## config.mk

```make
export PLATFORM = sky130hd
export DESIGN_NAME = tbl_dmem
export DESIGN_NICKNAME = d
export VERILOG_FILES = /design/src/hw/tbl_dmem_pkg.sv /design/src/hw/tbl_dmem.sv
export SDC_FILE = /design/constraint.sdc
export NUM_CORES = 1
export LEC_CHECK = 0
export BUFFER_PORTS_ARGS = -buffer_cell sky130_fd_sc_hd__buf_2
export CORE_AREA = 2 2 315 379
export DETAILED_ROUTE_END_ITERATION = 10
export DIE_AREA = 0 0 317 381
export GPL_ROUTABILITY_DRIVEN = 0
export PLACE_DENSITY = 0.48
export SETUP_SLACK_MARGIN = 0.1
export SLEW_MARGIN = 5
export SYNTH_ARGS = -nofsm -noshare
export SYNTH_HDL_FRONTEND = slang
export SYNTH_SLANG_ARGS = --single-unit
```

## constraint.sdc

```tcl
create_clock -name clk -period 6.3 [get_ports clk]
set_clock_uncertainty 0.05 [all_clocks]
set_input_delay 0.63 -clock clk [delete_from_list [all_inputs] [get_ports clk]]
set_output_delay 0.63 -clock clk [all_outputs]
set_load 0.05 [all_outputs]
```

## src/hw/tbl_dmem_pkg.sv

```systemverilog
// constants for the table-read path and data-memory map
package tbl_dmem_pkg;
  localparam int          PC_W          = 12;        // program counter width of the variant (12, 11 or 10)
  localparam int          PW_W          = 15;        // implemented program word width
  localparam int          PM_W          = 16;        // program memory data port width
  localparam int          TP_W          = 8;         // table pointer width
  localparam logic [7:0]  ADR_IND0      = 8'h00;     // indirect access through pointer zero
  localparam logic [7:0]  ADR_MPTR0     = 8'h01;     // memory pointer zero
  localparam logic [7:0]  ADR_IND1      = 8'h02;     // indirect access through pointer one
  localparam logic [7:0]  ADR_MPTR1     = 8'h03;     // memory pointer one
  localparam logic [7:0]  ADR_BANKP     = 8'h04;     // bank select
  localparam logic [7:0]  ADR_TPTR      = 8'h07;     // table pointer
  localparam logic [7:0]  ADR_THIGH     = 8'h08;     // table high byte, read only
  localparam logic [7:0]  ADR_EEACC     = 8'h40;     // eeprom access control, bank 1
  localparam logic [7:0]  ADR_SFR_END   = 8'h28;     // first address past the special registers
  localparam logic [7:0]  ADR_GP_START  = 8'h40;     // first general purpose location in bank 0
  localparam int          GP_DEPTH      = 64;        // general purpose bytes
  localparam logic [7:0]  MPTR_RESET    = 8'h00;
  localparam logic [7:0]  ZERO_BYTE     = 8'h00;     // value of unused locations
  localparam logic [7:0]  EEACC_RESET   = 8'h00;
  localparam int          TBL_CYCLES    = 2;         // instruction cycles of a table read
  typedef enum logic [1:0] {
    OP_NONE = 2'b00,
    OP_BSET = 2'b01,
    OP_BCLR = 2'b11,
    OP_WR   = 2'b10
  } op_e;
  typedef enum logic [0:0] {
    ST_IDLE  = 1'b0,
    ST_FETCH = 1'b1
  } tbl_state_e;
endpackage

```

## src/hw/tbl_dmem.sv

```systemverilog
// table-read sequencer and banked data memory of the core
`timescale 1ns/1ps
`default_nettype none

// How it works
// - a current-page table read takes the address bits above bit 7 from the program counter and the low byte from the table pointer.
// - a last-page table read forces every address bit above bit 7 to one and takes the low byte from the table pointer.
// - the table address is as wide as the program counter of the variant, 12, 11 or 10 bits.
// - every table read writes the low byte of the fetched word to the target location and the upper part to the table high byte.
// - the table high byte is read only and software writes leave it unchanged.
// - each table read takes two instruction cycles before it completes.
// - data memory is 8 bits wide from address 00H with special registers at fixed low addresses.
// - bank 1 holds only the eeprom access control register at 40H, and bank 0 holds everything else.
// - unused special locations, including the reserved gap before general memory, read as 00H.
// - protected special registers are read only, all others and all general locations are read and write.
// - single-bit set and clear change only the selected bit of a location.
// - data memory may also be reached indirectly through either memory pointer.
// - upper-byte bits the program word does not implement read as zero in the table high byte.
// - the 8-bit table pointer supplies the low eight table address bits for both table reads.
module tbl_dmem
  import tbl_dmem_pkg::*;
(
  input  wire logic            clk,          // instruction clock
  input  wire logic            arst_n,       // async reset, active low
  input  wire logic            clk_en,       // freezes all state when low
  input  wire logic [PC_W-1:0] pc,           // current program counter
  input  wire logic            tbl_rd,       // start a table read, one cycle
  input  wire logic            tbl_last,     // 1 = last page, 0 = current page
  input  wire logic [7:0]      tbl_dst,      // target data address of the read
  output logic      [PC_W-1:0] pm_addr,      // program memory address
  input  wire logic [PM_W-1:0] pm_data,      // program word, valid in the same cycle as pm_addr
  output logic                 fetch_hold,   // core must hold instruction fetch
  output logic                 tbl_done,     // table read finished, one cycle
  input  wire logic            dm_en,        // data access strobe
  input  wire logic [1:0]      dm_op,        // op_e: write, bit set, bit clear
  input  wire logic [7:0]      dm_addr,      // direct data address
  input  wire logic [2:0]      dm_bit,       // bit index for set and clear
  input  wire logic [7:0]      dm_wdata,     // write data
  output logic      [7:0]      dm_rdata,     // read data, combinational from the address
  output logic      [7:0]      table_high_byte // last fetched upper byte
);

  localparam logic [PC_W-1:0] PC_ONES = '1;

  tbl_state_e      state_q;
  logic [7:0]      table_pointer_q;
  logic [7:0]      memory_pointer_zero_q;
  logic [7:0]      memory_pointer_one_q;
  logic [7:0]      bank_q;
  logic [7:0]      eeprom_access_control_q;
  logic [7:0]      thigh_q;
  logic [7:0]      gp_mem [GP_DEPTH];
  logic [PC_W-1:0] taddr_d;
  logic [PC_W-1:0] taddr_q;
  logic [7:0]      tdst_q;
  logic [7:0]      eff_addr;
  logic            eff_bank1;
  logic            eff_null;
  logic [7:0]      rd_byte;
  logic [7:0]      wr_byte;
  logic            wr_en;
  logic [7:0]      wr_addr;
  logic            wr_bank1;
  logic [7:0]      fetched_hi;

  // table address from page select and pointer
  always_comb begin
    if (tbl_last) begin
      taddr_d = {PC_ONES[PC_W-1:TP_W], table_pointer_q};
    end else begin
      taddr_d = {pc[PC_W-1:TP_W], table_pointer_q};
    end
  end

  // two-cycle sequencer; the second cycle owns the program port
  always_ff @(posedge clk or negedge arst_n) begin
    if (!arst_n) begin
      state_q <= ST_IDLE;
      taddr_q <= '0;
      tdst_q  <= ZERO_BYTE;
    end else if (clk_en) begin
      unique case (state_q)
        ST_IDLE: begin
          if (tbl_rd) begin
            state_q <= ST_FETCH;
            taddr_q <= taddr_d;
            tdst_q  <= tbl_dst;
          end
        end
        // a request seen here is dropped; the core never issues one mid-fetch
        ST_FETCH: begin
          state_q <= ST_IDLE;
        end
      endcase
    end
  end

  assign fetch_hold = (state_q == ST_FETCH);
  assign pm_addr    = (state_q == ST_FETCH) ? taddr_q : pc;
  assign tbl_done   = (state_q == ST_FETCH) && clk_en;

  // unimplemented word bits forced low
  assign fetched_hi = {{(PM_W-PW_W){1'b0}}, pm_data[PW_W-1:8]};

  // effective address: direct, or through a pointer for the indirect slots
  // pointer one alone can see bank 1; pointer zero always lands in bank 0
  always_comb begin
    eff_addr  = dm_addr;
    eff_bank1 = 1'b0;
    eff_null  = 1'b0;
    if (dm_addr == ADR_IND0) begin
      eff_addr = memory_pointer_zero_q;
    end else if (dm_addr == ADR_IND1) begin
      eff_addr  = memory_pointer_one_q;
      eff_bank1 = bank_q[0];
    end
    // indirect through an indirect slot does nothing
    if ((dm_addr == ADR_IND0 || dm_addr == ADR_IND1) &&
        (eff_addr == ADR_IND0 || eff_addr == ADR_IND1)) begin
      eff_null = 1'b1;
    end
  end

  // read mux; unused locations return zero
  // bank 1 has a single byte, any other bank 1 address reads zero
  always_comb begin
    rd_byte = ZERO_BYTE;
    if (eff_null) begin
      rd_byte = ZERO_BYTE;
    end else if (eff_bank1) begin
      if (eff_addr == ADR_EEACC) begin
        rd_byte = eeprom_access_control_q;
      end
    end else if (eff_addr >= ADR_GP_START && eff_addr < ADR_GP_START + 8'(GP_DEPTH)) begin
      rd_byte = gp_mem[6'(eff_addr - ADR_GP_START)];
    end else begin
      unique case (eff_addr)
        ADR_MPTR0: rd_byte = memory_pointer_zero_q;
        ADR_MPTR1: rd_byte = memory_pointer_one_q;
        ADR_BANKP: rd_byte = bank_q;
        ADR_TPTR:  rd_byte = table_pointer_q;
        ADR_THIGH: rd_byte = thigh_q;
        default:   rd_byte = ZERO_BYTE;
      endcase
    end
  end
  assign dm_rdata = rd_byte;

  // write path: table low byte wins over a core write in the same cycle
  // the core is held during the fetch, so the dropped write is never a real one
  always_comb begin
    wr_en    = 1'b0;
    wr_addr  = eff_addr;
    wr_bank1 = eff_bank1;
    wr_byte  = dm_wdata;
    if (state_q == ST_FETCH) begin
      wr_en    = 1'b1;
      wr_addr  = tdst_q;
      wr_bank1 = 1'b0;
      wr_byte  = pm_data[7:0];
    end else if (dm_en && !eff_null) begin
      unique case (op_e'(dm_op))
        OP_WR:   begin wr_en = 1'b1; wr_byte = dm_wdata; end
        OP_BSET: begin wr_en = 1'b1; wr_byte = rd_byte | (8'h01 << dm_bit); end
        OP_BCLR: begin wr_en = 1'b1; wr_byte = rd_byte & ~(8'h01 << dm_bit); end
        OP_NONE: wr_en = 1'b0;
      endcase
    end
  end

  // special registers; table high byte has no software write path
  // protected and unused slots fall to the default and keep nothing
  always_ff @(posedge clk or negedge arst_n) begin
    if (!arst_n) begin
      memory_pointer_zero_q   <= MPTR_RESET;
      memory_pointer_one_q    <= MPTR_RESET;
      bank_q                  <= ZERO_BYTE;
      table_pointer_q         <= ZERO_BYTE;
      eeprom_access_control_q <= EEACC_RESET;
    end else if (clk_en && wr_en) begin
      if (wr_bank1) begin
        if (wr_addr == ADR_EEACC) begin
          eeprom_access_control_q <= wr_byte;
        end
      end else begin
        unique case (wr_addr)
          ADR_MPTR0: memory_pointer_zero_q <= wr_byte;
          ADR_MPTR1: memory_pointer_one_q  <= wr_byte;
          ADR_BANKP: bank_q                <= wr_byte;
          ADR_TPTR:  table_pointer_q       <= wr_byte;
          default:   ;
        endcase
      end
    end
  end

  // table high byte: loaded only by the table fetch
  // a later table read, e.g. from an interrupt, overwrites it for good
  always_ff @(posedge clk or negedge arst_n) begin
    if (!arst_n) begin
      thigh_q <= ZERO_BYTE;
    end else if (clk_en && state_q == ST_FETCH) begin
      thigh_q <= fetched_hi;
    end
  end
  assign table_high_byte = thigh_q;

  // general purpose bytes; no reset, plain ram
  always_ff @(posedge clk) begin
    if (clk_en && wr_en && !wr_bank1 &&
        wr_addr >= ADR_GP_START && wr_addr < ADR_GP_START + 8'(GP_DEPTH)) begin
      gp_mem[6'(wr_addr - ADR_GP_START)] <= wr_byte;
    end
  end
endmodule
`default_nettype wire

```

==> flow_summary.json <==
{
  "grt_pass1_vias": 23800,
  "hold-worst-slack_ns": 0.0533,
  "power_density_nw_per_um2": 278,
  "worstSetupEndpointType": "output port",
  "place_ws_ns": 0.719,
  "num_rows": 138,
  "cts_sinks": 580,
  "p_leak_nw": 11.6,
  "clock_latency_ns": 0.67,
  "setup_tns_ns": 0,
  "grt_max_degree": 69,
  "clockRootBuffer": "clkbuf_16",
  "hold_violations": 0,
  "drt_first_iter_violations": 2703,
  "syn_area_per_cell_um2": 11.4,
  "dieArea_um2": 121000,
  "postCtsSetupRepairBufs": 0,
  "wirelength_mm": 131,
  "dp_hpwl_mm": 88.3,
  "die_w_um": 317,
  "path_clk_slew_ns": 0.06,
  "maxCapViolations": 0,
  "status": "completed",
  "via_count": 24900,
  "cts_resized": 0,
  "areaGrowthSynthToFinish_pct": 19.8,
  "synthFlopType": "edfxtp_1",
  "cpMostUsedCell": "or4_1",
  "cp_top_family": "simple AND/OR/NAND/NOR gates",
  "worst-path-max-fanout": 19,
  "h-tree-depth": 2,
  "synth_area_um2": 29100,
  "wire_per_inst_um": 30.3,
  "rsz0062_at_grt": "no",
  "drt-pass1-iter-count": 8,
  "syn-num-nets": 2614,
  "cts_tree": "yes",
  "drive_above_1_share_pct": 20.9,
  "antenna_found_initial": 5,
  "die_h_um": 381,
  "cp_cell_sequence": "or4_1 -> nor2_2 -> buf_4 -> or3_1 -> o311ai_0 -> o2111ai_1 -> nand4_1 -> or4_1 -> o21ai_1 -> nor3b_1 -> buf_2",
  "utilization_pct": 29.7,
  "cp_data_required_time_ns": 5.62,
  "seq_area_frac_synth_pct": 58.8,
  "finalCriticalPeriod_ns": 5.67,
  "yosysWarnings": 0,
  "via_per_inst": 5.76,
  "synth_cells": 2551,
  "ios": 93,
  "synth_area_leaders": "edfxtp_1, dfrtp_1, nand2_1",
  "grt_pass1_wl_mm": 183,
  "fin_nets": 2781,
  "start_util_pct": 24.8,
  "setup_ws_ns": 0.628,
  "yosysUniqueCellTypes": 97,
  "detail-route-antenna-nets": 0,
  "portBuffers": 90,
  "crit_path_top_delay_cell": "or4_1",
  "grtUsageTotal_pct": 21.1,
  "cp.arrival_ns": 4.99,
  "peakVddDrop_v": 0.000203,
  "synth_edf_count": 512,
  "synth_top_area_share_pct": 52.9,
  "postCtsHoldBufs": 0,
  "drv_slew": 0,
  "clockBufferDepth": 3,
  "holdCritPathClass": "in2async",
  "setup.worst_path.start_class": "flip-flop",
  "critPathMaxStageDelay_ns": 0.73,
  "synth-async-reset-ratio_pct": 11.7,
  "max_freq_ghz": 0.176,
  "ys_seq_elements": 580,
  "tightest_slew_ns": 1.11,
  "critPathKind": "reg2out",
  "maxSlewHeadroom_pct": 25.3,
  "synth_top_area_cell": "edfxtp_1",
  "grt_overflow": 0,
  "timing.critical_path.buf_inv": 2,
  "finalSetupViolations": 0,
  "min_period_over_period_pct": 90.0,
  "fp.coreArea_um2": 117000,
  "cts_buffers": 61,
  "drc_errors": 0
}
-- sequential cells by signal, indices dropped and copies added (netlist names) --
register                 cells
gp_mem                     512
memory_pointer_one_q         8
eeprom_access_control_q      8
taddr_q                     12
table_pointer_q              8
fetch_hold                   1
tdst_q                       8
memory_pointer_zero_q        8
table_high_byte              7
bank_q                       8
-- layout make-up --
| type | count | area [µm²] |
|---|---|---|
| Fill cell | 12000 | 82400 |
| Sequential cell | 580 | 17100 |
| Multi-Input combinational cell | 1729 | 11100 |
| Timing Repair Buffer | 335 | 2550 |
| Tap cell | 1540 | 1930 |
| Clock buffer | 85 | 1760 |
| Clock inverter | 31 | 315 |
| Inverter | 11 | 43.8 |
| Antenna cell | 1 | 2.50 |
-- synthesized netlist by cell type, types with 12 or more instances --
| master | count |
|---|---|
| and3_1 | 87 |
| nor4_1 | 26 |
| o311ai_0 | 14 |
| or4b_2 | 19 |
| o21ai_0 | 92 |
| o21ai_1 | 13 |
| dfrtp_1 | 68 |
| mux2i_1 | 33 |
| nand3_1 | 132 |
| or2_2 | 15 |
| clkbuf_1 | 131 |
| o221ai_1 | 35 |
| a221o_1 | 15 |
| a211o_1 | 12 |
| o22ai_1 | 26 |
| a2111oi_0 | 21 |
| nor3_1 | 76 |
| mux2_2 | 43 |
| a221oi_1 | 32 |
| nor2_1 | 166 |
| nand2b_1 | 22 |
| nand2_1 | 220 |
| o31ai_1 | 29 |
| or3_1 | 16 |
| buf_2 | 70 |
| a211oi_1 | 63 |
| buf_1 | 17 |
| a31oi_1 | 57 |
| edfxtp_1 | 512 |
| a311oi_1 | 20 |
| o211ai_1 | 29 |
| a21oi_1 | 144 |
| nand4_1 | 22 |
| a22oi_1 | 32 |
| nor2b_1 | 15 |
| nor4b_1 | 16 |
-- stage by stage --
stage	instance area [µm²]	power (W)	std cells
after global routing	34800	0.00991	4312
after detailed placement	32700	0.00590	4195
after global placement	32700	0.00589	4195
after floorplan	29100	0.00522	2551
final	34800	0.00966	4312
after CTS	34800	0.00968	4311
-- metal layers --
| layer | global-route usage (%) | part of all wire (%) | routed length [µm] |
|---|---|---|---|
| met5 | 0 | 0.059 | 77 |
| met2 | 34.5 | 47 | 61200 |
| met4 | 11.9 | 6.4 | 8420 |
| met3 | 3.81 | 8.1 | 10500 |
| met1 | 26.1 | 39 | 50400 |
-- placed cells by master, fill, tap and decap left out, types with 12 or more instances in the layout --
cell	n
o211ai_1	29
a211oi_1	63
o221ai_1	35
nor4_1	25
a2111oi_0	21
nand3_1	132
dfrtp_1	67
or3_1	16
mux2_2	43
edfxtp_1	512
o31ai_1	29
nor2_1	160
nand2b_1	22
a221oi_1	32
nor3_1	76
a221o_1	15
clkinv_2	12
or2_2	15
a21oi_1	142
a22oi_1	32
clkbuf_1	13
buf_2	87
a311oi_1	20
o22ai_1	26
a31oi_1	55
and3_1	87
o311ai_0	14
clkbuf_16	64
buf_4	227
a211o_1	12
mux2i_1	32
nand4_1	22
buf_12	20
or4b_2	19
nand2_1	215
nor4b_1	16
o21ai_0	92
-- power breakdown --
group / leakage (nW) / internal (W) / total [W] / switching [W]
combinational: 5.08 / 0.000393 / 0.00142 / 0.00103
sequential: 5.50 / 0.00436 / 0.00443 / 0.0000695
clock: 1.02 / 0.00219 / 0.00381 / 0.00162
-- cell families (layout without fill, tap and decap cells) --
family / after synthesis / after routing / share of synthesized area (%)
and+or+nand+nor: 888 / 888 / 15.7
AOI/OAI and AO/OA: 762 / 762 / 18.9
buffers and inverters: 242 / 462 / 3.67
muxes: 78 / 78 / 2.96
other: 1 / 2 / 0.0129
DFF: 580 / 580 / 58.8
-- path summary, 6_finish.rpt --
check	end	cells after the start	slack, ns	startpoint
min in group clk	tdst_q[7]	2	0.14	tbl_dst[7]
max in group asynchronous	memory_pointer_one_q[1]	1	5.50	arst_n
worst max-delay path	dm_rdata[4]	11	0.63	memory_pointer_one_q[1]
worst max register to register	gp_mem[36][3]	11	0.95	memory_pointer_one_q[1]
worst min-delay path	table_high_byte[2]	1	0.05	arst_n
worst min register to register	taddr_q[8]	2	0.43	taddr_q[8]
Power figures use the tool's default switching activity.
